--- config.mk ---
export PLATFORM = sky130hd
export DESIGN_NAME = front_panel
export DESIGN_NICKNAME = d
export VERILOG_FILES = /design/src/common/panel_pkg.sv /design/src/common/led_time_if.sv /design/src/logic/led_timebase.sv /design/src/logic/front_panel.sv
export SDC_FILE = /design/constraint.sdc
export NUM_CORES = 1
export LEC_CHECK = 0
export ABC_AREA = 1
export BUFFER_PORTS_ARGS = -buffer_cell sky130_fd_sc_hd__buf_2
export CORE_AREA = 2 2 126 220
export DETAILED_ROUTE_END_ITERATION = 6
export DIE_AREA = 0 0 128 222
export GPL_ROUTABILITY_DRIVEN = 0
export GPL_TIMING_DRIVEN = 0
export SLEW_MARGIN = 20
export SYNTH_ARGS = -nofsm -noshare
export SYNTH_HDL_FRONTEND = slang
export SYNTH_SLANG_ARGS = --single-unit
--- constraint.sdc ---
create_clock -name CLK_I -period 7.8 [get_ports CLK_I]
set_clock_uncertainty 0.1 [all_clocks]
set_input_delay 0 -clock CLK_I [delete_from_list [all_inputs] [get_ports CLK_I]]
set_output_delay 0 -clock CLK_I [all_outputs]
set_load 0.02 [all_outputs]
--- src/common/panel_pkg.sv ---
// constants shared by the front-panel indicator block
`default_nettype none
package panel_pkg;
  localparam int CLK_PERIOD_NS = 50;
  localparam int BLINK_HALF_MS = 250;
  localparam int ACT_HOLD_MS = 100;
  localparam int BLINK_CYC = BLINK_HALF_MS * 1000000 / CLK_PERIOD_NS;
  localparam int ACT_CYC = ACT_HOLD_MS * 1000000 / CLK_PERIOD_NS;
  localparam int NPORTS = 2;
  // register byte offsets
  localparam logic [7:0] OFS_STATE = 8'h00;
  localparam logic [7:0] OFS_STATUS = 8'h04;
  localparam logic [7:0] OFS_INT_STAT = 8'h08;
  localparam logic [7:0] OFS_INT_MASK = 8'h0C;
  // fields of the state register
  localparam int ST_DIAG_PASS = 0;
  localparam int ST_INIT_DONE = 1;
  localparam int ST_PROC_OK = 2;
  localparam int ST_RUN_MODE = 3;
  localparam int ST_HALT = 4;
  localparam int ST_BOOT_WAIT = 5;
  localparam int ST_SCAN_EN = 6;
  localparam int ST_FORCE = 7;
  localparam int ST_FATAL = 8;
  localparam int ST_BAT_FAIL = 9;
  localparam int ST_BAT_LOW = 10;
  localparam int ST_SMART_BAT = 11;
  localparam int ST_CTL_W = 12;
  localparam int ST_ERR_LSB = 16;
  localparam int ERR_W = 8;
  localparam logic [ST_CTL_W-1:0] CTL_RESET = 12'h000;
  localparam logic [ERR_W-1:0] ERR_RESET = 8'h00;
  // lamp positions, also the low byte of the status register
  localparam int L_HEALTH = 0;
  localparam int L_RUN = 1;
  localparam int L_SCAN = 2;
  localparam int L_FORCE = 3;
  localparam int L_BAT = 4;
  localparam int L_SYS = 5;
  localparam int L_SER1 = 6;
  localparam int L_SER2 = 7;
  localparam int STS_UPG_VALID = 8;
  localparam int STS_UPG_PORT = 9;
  localparam int STS_STEP_LSB = 10;
  // interrupt bits
  localparam int IRQ_FATAL = 0;
  localparam int IRQ_BATTERY = 1;
  localparam int IRQ_HALT = 2;
  localparam int IRQ_SER1 = 3;
  localparam int IRQ_SER2 = 4;
  localparam int IRQ_W = 5;
  localparam logic [IRQ_W-1:0] IRQ_RESET = 5'h00;
endpackage : panel_pkg
`default_nettype wire

--- src/common/led_time_if.sv ---
// shared blink timebase and per-port activity hold between timebase and lamp logic
`default_nettype none
interface led_time_if #(parameter int NP = 2);
  logic blink;
  logic tick;
  logic [NP-1:0] act_pulse;
  logic [NP-1:0] act_busy;
  modport src (output blink, output tick, output act_busy, input act_pulse);
  modport dst (input blink, input tick, input act_busy, output act_pulse);
endinterface : led_time_if
`default_nettype wire

--- src/logic/led_timebase.sv ---
// blink divider and serial activity hold timers
`default_nettype none
module led_timebase import panel_pkg::*; #(
  parameter int BLINK_C = BLINK_CYC,
  parameter int ACT_C = ACT_CYC,
  parameter int NP = NPORTS
) (
  input wire logic clk,       // system clock
  input wire logic rst_n,     // synchronised reset, active low
  led_time_if.src tb          // timebase outputs
);
  localparam int CW = (BLINK_C < 2) ? 1 : $clog2(BLINK_C);
  localparam int AW = (ACT_C < 2) ? 1 : $clog2(ACT_C + 1);

  generate
    if (BLINK_C < 2 || ACT_C < 1 || NP < 1) begin : g_bad
      $error("led_timebase: unusable timing parameters");
    end
  endgenerate

  typedef struct packed {
    logic [CW-1:0] cnt;
    logic blink;
    logic tick;
    logic [NP-1:0][AW-1:0] hold;
  } tb_s;

  tb_s st;
  tb_s next_st;

  always_comb begin
    next_st = st;
    next_st.tick = 1'b0;
    // one divider serves every lamp so that lamps blinking together stay in phase
    if (st.cnt == CW'(BLINK_C - 1)) begin
      next_st.cnt = '0;
      next_st.tick = 1'b1;
      next_st.blink = ~st.blink;
    end else begin
      next_st.cnt = st.cnt + CW'(1);
    end
    for (int p = 0; p < NP; p++) begin
      if (tb.act_pulse[p]) begin
        next_st.hold[p] = AW'(ACT_C);
      end else if (st.hold[p] != '0) begin
        next_st.hold[p] = st.hold[p] - AW'(1);
      end
    end
  end

  always_ff @(posedge clk or negedge rst_n) begin
    if (!rst_n) begin
      st <= '0;
    end else begin
      st <= next_st;
    end
  end

  assign tb.blink = st.blink;
  assign tb.tick = st.tick;
  always_comb begin
    for (int p = 0; p < NP; p++) begin
      tb.act_busy[p] = (st.hold[p] != '0);
    end
  end

  property p_blink_on_tick;
    @(posedge clk) disable iff (!rst_n)
    (st.blink != $past(st.blink)) |-> st.tick;
  endproperty
  a_blink_on_tick: assert property (p_blink_on_tick)
    else $error("blink changed without a divider tick");
endmodule : led_timebase
`default_nettype wire

--- src/logic/front_panel.sv ---
// front-panel status lamp controller with AHB-Lite register slave
// Summary of operation
// health lamp is steady on only when diagnostics passed, init is done and the processor is ok.
// on a processor problem health goes off and run/output lamps flash an error code.
// in halt the health lamp blinks and every other lamp is off; the code gives boot wait priority, so halt with boot wait shows the R4 pattern.
// in boot wait health, run and output-scan lamps blink together.
// run lamp is on in run mode and off in stop mode.
// output-scan lamp is on while output scan is enabled, off otherwise.
// force lamp is on while any bit override is active.
// battery lamp is off when normal, blinks when low, is steady when failed or absent.
// the low state is shown only when a smart battery reports it.
// system fault lamp is steady on after a fatal fault; the code holds it off during boot wait.
// each serial port lamp blinks while its own port has traffic.
// two independent serial ports, either may carry a firmware upgrade.
// all blinking comes from one shared timebase.
`default_nettype none
module front_panel import panel_pkg::*; #(
  parameter int BLINK_C = BLINK_CYC,
  parameter int ACT_C = ACT_CYC
) (
  input wire logic CLK_I,               // 20 MHz system clock
  input wire logic ARST_N_I,            // asynchronous reset, active low
  input wire logic HSEL_I,              // ahb slave select
  input wire logic [31:0] HADDR_I,      // ahb address
  input wire logic [1:0] HTRANS_I,      // ahb transfer type
  input wire logic HWRITE_I,            // ahb write
  input wire logic [2:0] HSIZE_I,       // ahb size
  input wire logic [31:0] HWDATA_I,     // ahb write data
  input wire logic HREADY_I,            // ahb bus ready
  output logic [31:0] HRDATA_O,         // ahb read data
  output logic HREADYOUT_O,             // ahb slave ready
  output logic HRESP_O,                 // ahb response, always okay
  input wire logic SER_ONE_ACT_I,       // serial_port_one traffic pin
  input wire logic SER_TWO_ACT_I,       // serial_port_two traffic pin
  output logic HEALTH_LED_O,            // health lamp
  output logic RUN_LED_O,               // run lamp
  output logic OUTPUT_SCAN_LED_O,       // output_scan_indicator lamp
  output logic FORCE_LED_O,             // force lamp
  output logic BATTERY_LED_O,           // battery lamp
  output logic SYS_FAULT_LED_O,         // system fault lamp
  output logic SER_ONE_LED_O,           // serial_port_one activity lamp
  output logic SER_TWO_LED_O,           // serial_port_two activity lamp
  output logic IRQ_O                    // interrupt, active high level
);
  logic rst_meta;
  logic rst_n;

  always_ff @(posedge CLK_I or negedge ARST_N_I) begin
    if (!ARST_N_I) begin
      rst_meta <= 1'b0;
      rst_n <= 1'b0;
    end else begin
      rst_meta <= 1'b1;
      rst_n <= rst_meta;
    end
  end

  typedef struct packed {
    logic [ST_CTL_W-1:0] ctl;
    logic [ERR_W-1:0] err_code;
    logic [IRQ_W-1:0] int_stat;
    logic [IRQ_W-1:0] int_mask;
    logic [1:0] act_meta;
    logic [1:0] act_sync;
    logic [1:0] act_prev;
    logic [7:0] led;
    logic [31:0] rdata;
    logic wr_pend;
    logic [7:0] waddr;
    logic [2:0] step;
    logic upg_valid;
    logic upg_port;
    logic fatal_prev;
    logic bat_prev;
    logic halt_prev;
  } top_s;

  top_s st;
  top_s next_st;

  led_time_if #(.NP(NPORTS)) tb ();

  led_timebase #(.BLINK_C(BLINK_C), .ACT_C(ACT_C), .NP(NPORTS)) u_tb (
    .clk(CLK_I),
    .rst_n(rst_n),
    .tb(tb.src)
  );

  logic [1:0] act_pulse;
  logic normal;
  logic bat_degraded;
  logic addr_ok;
  logic [IRQ_W-1:0] irq_set;
  logic [IRQ_W-1:0] irq_clr;

  // traffic edges seen by both ports independently
  assign act_pulse = st.act_sync & ~st.act_prev;
  assign tb.act_pulse = act_pulse;
  assign normal = st.ctl[ST_DIAG_PASS] & st.ctl[ST_INIT_DONE] & st.ctl[ST_PROC_OK];
  // a plain battery cannot report low, so only a smart one reaches the blink state
  assign bat_degraded = st.ctl[ST_BAT_FAIL] | (st.ctl[ST_SMART_BAT] & st.ctl[ST_BAT_LOW]);
  assign addr_ok = HSEL_I & HTRANS_I[1] & HREADY_I;

  function automatic logic [31:0] read_reg(input top_s s, input logic [7:0] a);
    logic [31:0] v;
    v = 32'h0000_0000;
    case (a)
      OFS_STATE: begin
        v[ST_CTL_W-1:0] = s.ctl;
        v[ST_ERR_LSB +: ERR_W] = s.err_code;
      end
      OFS_STATUS: begin
        v[7:0] = s.led;
        v[STS_UPG_VALID] = s.upg_valid;
        v[STS_UPG_PORT] = s.upg_port;
        v[STS_STEP_LSB +: 3] = s.step;
      end
      OFS_INT_STAT: v[IRQ_W-1:0] = s.int_stat;
      OFS_INT_MASK: v[IRQ_W-1:0] = s.int_mask;
      default: v = 32'h0000_0000;
    endcase
    return v;
  endfunction : read_reg

  always_comb begin
    next_st = st;
    irq_clr = '0;
    irq_set = '0;
    next_st.act_meta = {SER_TWO_ACT_I, SER_ONE_ACT_I};
    next_st.act_sync = st.act_meta;
    next_st.act_prev = st.act_sync;
    // bus data phase
    next_st.wr_pend = 1'b0;
    if (st.wr_pend) begin
      case (st.waddr)
        OFS_STATE: begin
          next_st.ctl = HWDATA_I[ST_CTL_W-1:0];
          next_st.err_code = HWDATA_I[ST_ERR_LSB +: ERR_W];
        end
        OFS_INT_STAT: irq_clr = HWDATA_I[IRQ_W-1:0];
        OFS_INT_MASK: next_st.int_mask = HWDATA_I[IRQ_W-1:0];
        default: next_st.ctl = st.ctl;
      endcase
    end
    // bus address phase; reads see the value before a write in its data phase
    if (addr_ok) begin
      next_st.wr_pend = HWRITE_I;
      next_st.waddr = {HADDR_I[7:2], 2'b00};
      if (!HWRITE_I) begin
        next_st.rdata = read_reg(st, {HADDR_I[7:2], 2'b00});
      end
    end
    // events, a new event beats a clear in the same cycle
    next_st.fatal_prev = st.ctl[ST_FATAL];
    next_st.bat_prev = bat_degraded;
    next_st.halt_prev = st.ctl[ST_HALT];
    irq_set[IRQ_FATAL] = st.ctl[ST_FATAL] & ~st.fatal_prev;
    irq_set[IRQ_BATTERY] = bat_degraded & ~st.bat_prev;
    irq_set[IRQ_HALT] = st.ctl[ST_HALT] & ~st.halt_prev;
    irq_set[IRQ_SER1] = act_pulse[0];
    irq_set[IRQ_SER2] = act_pulse[1];
    next_st.int_stat = (st.int_stat & ~irq_clr) | irq_set;
    // firmware source: first port to show traffic during boot wait
    if (!st.ctl[ST_BOOT_WAIT]) begin
      next_st.upg_valid = 1'b0;
    end else if (!st.upg_valid && (act_pulse != 2'b00)) begin
      next_st.upg_valid = 1'b1;
      next_st.upg_port = ~act_pulse[0];
    end
    // error code walks one bit per blink period
    if (normal || st.ctl[ST_HALT] || st.ctl[ST_BOOT_WAIT]) begin
      next_st.step = 3'h0;
    end else if (tb.tick && tb.blink) begin
      next_st.step = st.step + 3'h1;
    end
    // lamps
    next_st.led[L_FORCE] = st.ctl[ST_FORCE];
    if (st.ctl[ST_BAT_FAIL]) begin
      next_st.led[L_BAT] = 1'b1;
    end else if (st.ctl[ST_SMART_BAT] && st.ctl[ST_BAT_LOW]) begin
      next_st.led[L_BAT] = tb.blink;
    end else begin
      next_st.led[L_BAT] = 1'b0;
    end
    next_st.led[L_SYS] = st.ctl[ST_FATAL];
    next_st.led[L_SER1] = tb.act_busy[0] & tb.blink;
    next_st.led[L_SER2] = tb.act_busy[1] & tb.blink;
    if (st.ctl[ST_BOOT_WAIT]) begin
      next_st.led[L_HEALTH] = tb.blink;
      next_st.led[L_RUN] = tb.blink;
      next_st.led[L_SCAN] = tb.blink;
      next_st.led[L_SYS] = 1'b0;
    end else if (st.ctl[ST_HALT]) begin
      next_st.led = '0;
      next_st.led[L_HEALTH] = tb.blink;
    end else if (!normal) begin
      next_st.led[L_HEALTH] = 1'b0;
      next_st.led[L_RUN] = tb.blink & st.err_code[st.step];
      next_st.led[L_SCAN] = tb.blink & (st.step == 3'h0);
    end else begin
      next_st.led[L_HEALTH] = 1'b1;
      next_st.led[L_RUN] = st.ctl[ST_RUN_MODE];
      next_st.led[L_SCAN] = st.ctl[ST_SCAN_EN];
    end
  end

  always_ff @(posedge CLK_I or negedge rst_n) begin
    if (!rst_n) begin
      st <= '0;
      st.ctl <= CTL_RESET;
      st.err_code <= ERR_RESET;
      st.int_stat <= IRQ_RESET;
      st.int_mask <= IRQ_RESET;
    end else begin
      st <= next_st;
    end
  end

  assign HRDATA_O = st.rdata;
  assign HREADYOUT_O = 1'b1;
  assign HRESP_O = 1'b0;
  assign HEALTH_LED_O = st.led[L_HEALTH];
  assign RUN_LED_O = st.led[L_RUN];
  assign OUTPUT_SCAN_LED_O = st.led[L_SCAN];
  assign FORCE_LED_O = st.led[L_FORCE];
  assign BATTERY_LED_O = st.led[L_BAT];
  assign SYS_FAULT_LED_O = st.led[L_SYS];
  assign SER_ONE_LED_O = st.led[L_SER1];
  assign SER_TWO_LED_O = st.led[L_SER2];
  assign IRQ_O = |(st.int_stat & st.int_mask);

  logic mode_plain;
  assign mode_plain = ~st.ctl[ST_BOOT_WAIT] & ~st.ctl[ST_HALT];

  property p_health_on;
    @(posedge CLK_I) disable iff (!rst_n)
    (mode_plain && normal) |=> HEALTH_LED_O;
  endproperty
  a_health_on: assert property (p_health_on)
    else $error("health lamp not steady in normal operation");

  property p_problem;
    @(posedge CLK_I) disable iff (!rst_n)
    (mode_plain && !normal) |=> !HEALTH_LED_O && (OUTPUT_SCAN_LED_O == ($past(tb.blink)
      && ($past(st.step) == 3'h0)));
  endproperty
  a_problem: assert property (p_problem)
    else $error("problem pattern wrong");

  property p_halt;
    @(posedge CLK_I) disable iff (!rst_n)
    (st.ctl[ST_HALT] && !st.ctl[ST_BOOT_WAIT]) |=> (HEALTH_LED_O == $past(tb.blink))
      && ({RUN_LED_O, OUTPUT_SCAN_LED_O, FORCE_LED_O, BATTERY_LED_O, SYS_FAULT_LED_O,
      SER_ONE_LED_O, SER_TWO_LED_O} == 7'h00);
  endproperty
  a_halt: assert property (p_halt)
    else $error("halt lamps wrong");

  property p_boot;
    @(posedge CLK_I) disable iff (!rst_n)
    st.ctl[ST_BOOT_WAIT] |=> (HEALTH_LED_O == $past(tb.blink)) && (RUN_LED_O == HEALTH_LED_O)
      && (OUTPUT_SCAN_LED_O == HEALTH_LED_O);
  endproperty
  a_boot: assert property (p_boot)
    else $error("boot lamps not in unison");

  property p_run_scan;
    @(posedge CLK_I) disable iff (!rst_n)
    (mode_plain && normal) |=> (RUN_LED_O == $past(st.ctl[ST_RUN_MODE]))
      && (OUTPUT_SCAN_LED_O == $past(st.ctl[ST_SCAN_EN]));
  endproperty
  a_run_scan: assert property (p_run_scan)
    else $error("run or output scan lamp wrong");

  property p_force;
    @(posedge CLK_I) disable iff (!rst_n)
    !st.ctl[ST_HALT] |=> FORCE_LED_O == $past(st.ctl[ST_FORCE]);
  endproperty
  a_force: assert property (p_force)
    else $error("force lamp wrong");

  property p_battery;
    @(posedge CLK_I) disable iff (!rst_n)
    !st.ctl[ST_HALT] |=> BATTERY_LED_O == ($past(st.ctl[ST_BAT_FAIL]) ||
      ($past(st.ctl[ST_SMART_BAT]) && $past(st.ctl[ST_BAT_LOW]) && $past(tb.blink)));
  endproperty
  a_battery: assert property (p_battery)
    else $error("battery lamp wrong");

  property p_fault;
    @(posedge CLK_I) disable iff (!rst_n)
    (mode_plain && st.ctl[ST_FATAL]) |=> SYS_FAULT_LED_O;
  endproperty
  a_fault: assert property (p_fault)
    else $error("system fault lamp not on");

  property p_activity;
    @(posedge CLK_I) disable iff (!rst_n)
    (mode_plain && act_pulse[0]) |-> ##1 tb.act_busy[0];
  endproperty
  a_activity: assert property (p_activity)
    else $error("port one activity not held");

  property p_irq_set_wins;
    @(posedge CLK_I) disable iff (!rst_n)
    act_pulse[1] |=> st.int_stat[IRQ_SER2];
  endproperty
  a_irq_set_wins: assert property (p_irq_set_wins)
    else $error("port two event lost");

  c_boot: cover property (@(posedge CLK_I) disable iff (!rst_n)
    st.ctl[ST_BOOT_WAIT] ##1 HEALTH_LED_O);
  c_upgrade: cover property (@(posedge CLK_I) disable iff (!rst_n) st.upg_valid && st.upg_port);
  c_bat_low: cover property (@(posedge CLK_I) disable iff (!rst_n)
    BATTERY_LED_O && !st.ctl[ST_BAT_FAIL]);
  c_irq: cover property (@(posedge CLK_I) disable iff (!rst_n) IRQ_O);
endmodule : front_panel
`default_nettype wire

# ---- Word level (Yosys, flattened, before mapping)
# Index checks and enable logic that the tools add are counted.
dict set report op_classes {
  n_addsub 4
  order_cmp 1
  eq_ne 7
  n_mux 28
  bitwise_logic 25
  reduce_logical 20
}
# op count
set op_table {}
lappend op_table {{$mux W21} 4}
lappend op_table {{$reduce_bool A21 Y1} 2}
lappend op_table {{$sub A21 B1 Y21 const B} 2}
lappend op_table {{$eq A6 B2 Y1 const B} 4}
lappend op_table {{$add A23 B1 Y23 const B} 1}
lappend op_table {{$eq A23 B23 Y1 const B} 1}
lappend op_table {{$mux W23} 1}
lappend op_table {{$pmux W5 S4} 1}
lappend op_table {{$mux W3} 5}
lappend op_table {{$mux W5} 3}
lappend op_table {{$pmux W7 S2} 1}
lappend op_table {{$and A1 B1 Y1} 12}
lappend op_table {{$and A5 B5 Y5} 2}
lappend op_table {{$mux W9} 1}
lappend op_table {{$logic_not A8 Y1} 1}
lappend op_table {{$mux W8} 1}
lappend op_table {{$reduce_and A2 Y1} 4}
lappend op_table {{$reduce_bool A2 Y1} 4}
lappend op_table {{$mux W1} 7}
lappend op_table {{$eq A6 B1 Y1 const B} 1}
lappend op_table {{$logic_not A6 Y1} 1}
lappend op_table {{$mux W2} 3}
lappend op_table {{$not A1 Y1} 6}
lappend op_table {{$not A5 Y5} 1}
lappend op_table {{13 further kinds} 16}
dict set report totals {
  reg_bits 149
  in_bits 76
  out_inout_bits 43
  word_cells 109
}

# ---- Depth between registers and ports, before layout
# Gate-level depths: netlist of run 1.
dict set report logic_depth {
  word_depth 6
  ltp_mapped 9
  depth_no_buf 9
}

# ---- Hierarchy
# A second synthesis of run 1 with hierarchy kept.
dict set report hier_totals {
  hier_cells 1033
  area_unflattened_um2 8079.0
}
# mod n_inst cells_each area_each_um2 seq_area_each_um2
set by_module_without_submodules {}
lappend by_module_without_submodules {led_timebase 1 615 4216.5 1676.6}
lappend by_module_without_submodules {front_panel 1 418 3862.5 2052.0}

# ---- Least setup slack after synthesis of run 1
# No wires, ideal clock.
dict set report synth_timing {
  path_kind {reg-to-reg}
  startpoint {register u_tb.st[0] in the netlist's numbering}
  endpoint {register u_tb.st[4] in the netlist's numbering}
  setup_time_ns 0.115
  arrival_ns 1.388
  required_time_ns 7.585
  path_slack_ns 6.198
  stages_incl_launch_ff 8
  n_path_buf 0
  synth_period_minus_slack_ns 1.602
  path_cell_list {dfrtp_1 > clkinv_1 > ha_1 > nand2_1 > inv_1 > or2_2 > nand4_1 > inv_1}
}
dict set report synth_via {
  elab_chain_cells 3
  elab_cells_between_ends 5
  cone_classes {1 x add/sub; 2 x mux; 2 x reduce/logical}
}
# element line_no
set synth_rtl {}
lappend synth_rtl {{start, declared} led_timebase.sv:28} ;# tb_s st;
lappend synth_rtl {{start signal, assigned} led_timebase.sv:55} ;# st <= next_st;
lappend synth_rtl {{$sub A21 B1 Y21} led_timebase.sv:46} ;# next_st.hold[p] = st.hold[p] - AW'(1);
lappend synth_rtl {{$mux W21} led_timebase.sv:45} ;# end else if (st.hold[p] != '0) begin
lappend synth_rtl {{$mux W21} led_timebase.sv:43} ;# if (tb.act_pulse[p]) begin
# Parallel ways exist; a longest one is shown, timed or not. The select of a mux whose other input is x is not followed.
# A chain may end at the register's enable or synchronous reset.

# ---- Final worst setup path of run 1
dict set report layout_timing {
  startpoint {input port HTRANS_I[1]}
  endpoint {register st, in the netlist HRDATA_O[8]}
}
dict set report layout_via {
  elab_chain_cells 3
}
# element line_no
set layout_rtl {}
lappend layout_rtl {{start, declared} front_panel.sv:25} ;# input wire logic [1:0] HTRANS_I,
lappend layout_rtl {{$and A1 B1 Y1 (2 in series)} front_panel.sv:102} ;# assign addr_ok = HSEL_I & HTRANS_I[1] & HREADY_I;
lappend layout_rtl {{$reduce_and A2 Y1 (no source line)} n/a}
lappend layout_rtl {{end signal, assigned} front_panel.sv:215} ;# st <= next_st;
lappend layout_rtl {{end, declared} front_panel.sv:78} ;# top_s st;
# No other way between the ends.

==> results.ini, run 1 <==
[setup_path]
reg2reg_from=st[58]$_DFF_PN0_
ff2ff_path_depth=5
cp_num_cells=9
crit_slowest_cell=dlygate4sd3_1
max_stage_delay_ps=710
cp_top_family=buffers and inverters
critPathCaptureType=register
worstPathMaxFanout=10
cpMostUsedCell=dlygate4sd3_1
worstPathArrival_ps=2350
endpoint=HRDATA_O[8]$_DFFE_PN0P_
r2r_slack_ps=5830
start_kind=input port
worstReg2RegEnd=u_tb.st[37]$_DFFE_PN0P_
path_cells=dlygate4sd3_1 > buf_2 > nand3_4 > dlygate4sd3_1 > nor2_4 > inv_2 > clkbuf_1 > nand2_1 > o211ai_2
setup.worst_path.start=HTRANS_I[1]
crit_buf_inv=5
required_ps=8050
critPathKind=in -> reg

[cts]
cts_resized=0
ctsHoldBuffers=38
clockBufferDepth=2
postCtsSetupRepairBufs=0
worstSkewPairLatency_ps=430
cts_buffers=17
clk_pin_slew_ps=60
cts-root-buf=clkbuf_16
cts_tree=built
cts.sinks=149
h-tree-depth=4

[yosys]
synth_top_area_share=0.474
yosys-top-cells-count=nand2_1 (238), dfrtp_1 (149), inv_1 (143), nor2_1 (140), nand3_1 (73)
synth_edf_count=0
synth_most_common_cell=nand2_1
yosysWarnings=0
synthArstFlopShare=1.00
syn_area_sq_um=7870
ys_seq_area_frac=0.474
yosysTopAreaCell=dfrtp_1
synth-main-ff-cell=dfrtp_1
synth_area_leaders=dfrtp_1 (47%), nand2_1 (11%), inv_1 (6.8%)
syn_inst=1005
synth_cell_types=46
synth-seq-cells=149
avgSynthCellArea_sq_um=7.83

[routing]
remaining_drc_errors=0
drt_first_iter_violations=350
wire_per_inst_microns=13.5
vias=6763
routed_wl_microns=20000
viasPerCell=4.58
dr.pass1.iters=4
antenna_left=0

[timing]
max_freq_mhz=476
worstMarginPinSlew_ps=723
fin_tns_setup_ps=0
setup_violations=0
rsz0062_at_grt=no
slew_violations=0
worst_slack_ps=5700
slew_headroom=0.518
period_minus_slack_ps=2100
hold_violations=0
timing.final.crit_share=0.269

[pwr]
combPwrFrac=0.206
power_frac_clock=0.358
powerDensity_nw_per_um2=229
internal-power_mw=1.51
leakage_nw=4.91
power_mw=2.21
power.switching_mw=0.703
swShare=0.318
pwr-share-seq=0.436
vdd_drop_max_mv=0.135

[cells_and_area]
drive_above_1_share=0.174
final_util=0.364
antenna_cells=0
nNetsFinal=1223
final.fill_count=2768
areaGrowthSynthToFinish_pct=22.7

[die]
start_util=0.297
die-area_sq_um=28400
die_w_microns=128
core_sq_um=26500
die_height_microns=222
ioPinCount=119
rows=79

[global_route]
grt_overflow_total=0
grt_max_degree=52
grt_pass1_wl_microns=33300
grt_use_total=0.147
first_global_vias=6929
antenna_found_initial=0

[job]
max-cap-violations=0

[place]
dp_slack_ps=5840
port-buffer-count=63
dp_hpwl_microns=15400

[outcome]
status=finished clean

[hold_path]
hold_class=reg -> async

-- cell families after synthesis --
| family | count (synthesis) | synth area share |
|---|---|---|
| flip-flops | 149 | 0.474 |
| AO/OA/AOI/OAI | 87 | 0.0676 |
| multiplexers | 4 | 0.00573 |
| buffers and inverters | 195 | 0.112 |
| adder cells (fa/ha/maj) | 7 | 0.0111 |
| AND/OR/NAND/NOR | 546 | 0.312 |
| other | 2 | 0.000955 |
| XOR/XNOR | 15 | 0.0167 |
-- registers in the layout, indices dropped and copies added (netlist names) --
signal	flops
HRDATA_O	21
rst_meta	1
SER_TWO_LED_O	1
SYS_FAULT_LED_O	1
u_tb.st	65
rst_n	1
next_st	6
HEALTH_LED_O	1
OUTPUT_SCAN_LED_O	1
st	45
FORCE_LED_O	1
RUN_LED_O	1
BATTERY_LED_O	1
u_tb.tb.blink	1
u_tb.tb.tick	1
SER_ONE_LED_O	1
-- area by class of cell --
type	count	area, sq um	area share
Buffer	43	308	0.0319
Clock buffer	21	460	0.0477
Clock inverter	10	97.6	0.0101
Inverter	152	571	0.0591
Multi-Input combinational cell	673	3300	0.342
Sequential cell	149	3730	0.387
Tap cell	324	405	0.0420
Timing Repair Buffer	104	771	0.0799
-- cells in the final DEF, fill, tap and decap left out, types with 4 or more instances in the layout --
cell type and instances:
clkbuf_1 5, o21bai_1 5, o21ai_1 7, conb_1 14, ha_1 7, or2_2 9
inv_2 6, nor2_1 140, mux2_2 4, nand2_1 238, dfrtp_1 148, xor2_1 14
inv_6 4, inv_1 143, o21ai_0 47, nand4_1 30, buf_4 36, clkbuf_16 17
buf_2 66, a21oi_1 11, nor2_2 19, nor3_1 11, dlygate4sd3_1 38, nor2_4 5
o211ai_2 7, nand3_1 73
-- power groups by stage --
stage	Clock (mW)	Combinational [mW]	Sequential [mW]
finish	0.791	0.455	0.963
CTS	0.815	0.458	0.962
detailed placement	0	0.437	0.976
global placement	0	0.410	0.988
floorplan	0	0.308	0.972
global route	0.841	0.523	0.976
-- worst min path at each step --
stage | slack [ps] | cells past startpoint | startpoint | to
after floorplan | -400 | 0 | ARST_N_I | rst_meta$_DFF_PN0_
after global placement | -310 | 1 | ARST_N_I | rst_meta$_DFF_PN0_
after detailed placement | -310 | 1 | ARST_N_I | rst_meta$_DFF_PN0_
after CTS | 100 | 2 | SER_TWO_ACT_I | next_st[60]$_DFF_PN0_
after global routing | 110 | 2 | SER_TWO_ACT_I | next_st[60]$_DFF_PN0_
final | 110 | 0 | rst_n$_DFF_PN0_ | u_tb.st[2]$_DFFE_PN0P_
-- metrics by stage --
step | cell area (sq um) | instances | hold WS, ps
4_1_cts | 9650 | 1476 | 102
3_3_place_gp | 8630 | 1404 | -315
3_5_place_dp | 8710 | 1407 | -312
5_1_grt | 9650 | 1476 | 113
2_1_floorplan | 7910 | 1017 | -396
6_report | 9650 | 1476 | 109
-- per-layer routing --
metal	vias up	track usage	wire [microns]
li1	3399	-	-
met1	3188	0.145	7380
met2	127	0.286	11200
met3	49	0.0268	566
met4	0	0.0766	808
met5	-	0	0
Note: power is estimated with default switching activity, not from simulation.
==> run 2, diff against run 1 <==
- ABC_AREA: 1 -> 0
- CORE_AREA: 2 2 126 220 -> 2 2 119 207
- DIE_AREA: 0 0 128 222 -> 0 0 121 209
- clock period: 7.8 -> 2.2 ns (I/O delays scaled with it)
==> run 2 against run 1 <==
Clock power rose to 3.8 times the previous value. Total power rose to 3.3 times the previous value. Worst hold slack got worse by 10 ps. Setup slack got worse by 5600 ps. Final area shrank 9.1%. Critical path depth down 4. Count of clock-buffer cells in the layout fell by 2. Die area is 11% lower. Sequential cell count unchanged. Combinational power is 140% higher. Critical endpoint is now u_tb.st[40]$_DFFE_PN0P_. Largest cell class unchanged. Largest power group unchanged.
==> results.ini, run 2 <==
[yosys]
synthArstFlopShare=1.00
syn_area_sq_um=6980
syn_inst=629
yosys-top-cells-count=dfrtp_1 (149), nand2_1 (60), nor2_1 (51), mux2_2 (35), buf_4 (34)
synth-seq-cells=149
synth_most_common_cell=dfrtp_1
avgSynthCellArea_sq_um=11.1
synth_area_leaders=dfrtp_1 (53%), mux2_2 (5.6%), buf_4 (3.7%)
synth_cell_types=61
synth_top_area_share=0.534
yosysWarnings=0
yosysTopAreaCell=dfrtp_1
synth_edf_count=0
ys_seq_area_frac=0.534
synth-main-ff-cell=dfrtp_1

[cts]
cts_tree=built
clockBufferDepth=2
h-tree-depth=4
cts-root-buf=clkbuf_16
postCtsSetupRepairBufs=0
cts_buffers=17
clk_pin_slew_ps=60
cts.sinks=149
worstSkewPairLatency_ps=420

[routing]
viasPerCell=4.72
routed_wl_microns=14900
drt_first_iter_violations=275
remaining_drc_errors=0
dr.pass1.iters=5
wire_per_inst_microns=13.9
vias=5075
antenna_left=0

[cells_and_area]
drive_above_1_share=0.261
fin_area_sq_um=8770
final.fill_count=2315
layout_common_cells=dfrtp_1 (148), buf_2 (65), nand2_1 (59)
max_flop_register=u_tb.st
antenna_cells=0
final_common_cell=dfrtp_1
areaGrowthSynthToFinish_pct=25.6
nNetsFinal=837
largest_reg_flops=65

[die]
core_sq_um=23700
rows=75
start_util=0.294
die_w_microns=121
die-area_sq_um=25300
ioPinCount=119
die_height_microns=209

[place]
dpl_cell_area_sq_um=7790
port-buffer-count=61
dp_hpwl_microns=10800

[pwr]
leakage_nw=3.95
vdd_drop_max_mv=0.580
powerDensity_nw_per_um2=842
power_mw=7.38

[setup_path]
worstPathMaxFanout=9
crit_slowest_cell=nor4_4
path_cells=nor4_4 > nand4_1 > nor3b_1 > xnor2_1 > nand2_1
start_kind=register
required_ps=2380
critPathCaptureType=register
max_stage_delay_ps=500
critPathKind=reg -> reg
worstPathArrival_ps=2260

[timing]
timing.final.crit_share=0.945
setup_violations=0
hold_violations=0
rsz0062_at_grt=no
slew_headroom=0.558
slew_violations=0
worstMarginPinSlew_ps=658
max_freq_mhz=481
period_minus_slack_ps=2080

[global_route]
grt_max_degree=53
grt_overflow_total=0
grt_use_total=0.123
first_global_vias=5081
grt_pass1_wl_microns=24900
antenna_found_initial=0

[hold_path]
hold_class=in -> reg

[job]
max-cap-violations=0

[outcome]
status=finished clean

[run 2: cell types whose count changed after synthesis, moves of 9 or more]
cell,previous run,this run
a22o_1,1,10
clkbuf_1,3,13
inv_1,143,14
mux2_2,4,35
nand2_1,238,60
nand3_1,73,16
nand4_1,30,13
nor2_1,140,51
nor2_2,19,1
o21ai_0,47,22
xnor2_1,1,27
[run 2: metal layers]
layer	share of wire	GRT usage
met1	0.39	0.134
met2	0.54	0.224
met3	0.036	0.0237
met4	0.036	0.0626
met5	0	0
[run 2: worst paths after layout]
kind | startpoint | endpoint | slack, ps | depth (start not counted)
worst max-delay path | u_tb.st[28]$_DFFE_PN0P_ | u_tb.st[40]$_DFFE_PN0P_ | 120 | 5
worst min-delay path | HADDR_I[3] | st[11]$_DFFE_PN0P_ | 100 | 2
worst max register to register | u_tb.st[28]$_DFFE_PN0P_ | u_tb.st[40]$_DFFE_PN0P_ | 120 | 5
worst min register to register | rst_n$_DFF_PN0_ | u_tb.st[25]$_DFFE_PN0P_ | 160 | 0
max in group asynchronous | rst_n$_DFF_PN0_ | HRDATA_O[22]$_DFFE_PN0P_ | 1070 | 2
min in group asynchronous | rst_n$_DFF_PN0_ | u_tb.st[25]$_DFFE_PN0P_ | 160 | 0
[run 2: power by group]
part | leakage (nW) | switching [mW] | internal, mW | total, mW
registers | 1.91 | 0.297 | 3.01 | 3.31
logic | 1.75 | 0.563 | 0.533 | 1.10
clock network | 0.289 | 1.18 | 1.80 | 2.98
total | 3.95 | 2.04 | 5.35 | 7.38
[run 2: per-stage QoR]
stage          setup TNS, ps  setup WS [ps]  hold WS [ps]   util  cells
2_1_floorplan              0            244          -396      -    641
3_3_place_gp           -4870          -46.7          -314  0.325   1010
3_5_place_dp            -969           -135          -308  0.328   1013
4_1_cts                    0           5.92          90.7  0.367   1075
5_1_grt                    0           2.04           112  0.370   1075
6_report                   0            121          99.2  0.370   1075
[run 2: cell families after synthesis]
logic type | synth area share
mux | 0.0722
xor+xnor | 0.0602
fa+ha+maj | 0.0125
compound gates | 0.0860
other cells | 0.00108
buf+inv | 0.0582
flops | 0.534
simple gates | 0.176
[run 2: timing repair]
item,in CTS,in global routing
pin swaps,0,0
hold buffers,30,0
gates resized for setup,3,12
setup endpoints to repair,20,24
hold endpoints to repair,44,0
[run 2: worst max-delay path: cells and delay by family (launching register included)]
family,cells,cell delay (ps)
simple gates,4,1280
xor+xnor,1,150
flops,1,430
[run 2: layout make-up]
cell class	count	area, sq um	area share
flip-flops and latches	149	3730	0.425
multi-input cells	422	2960	0.338
repair buffers	94	673	0.0767
clock buffers	19	433	0.0493
well taps	308	385	0.0439
plain buffers	56	362	0.0412
clock inverters	13	171	0.0195
inverters	14	52.6	0.00599
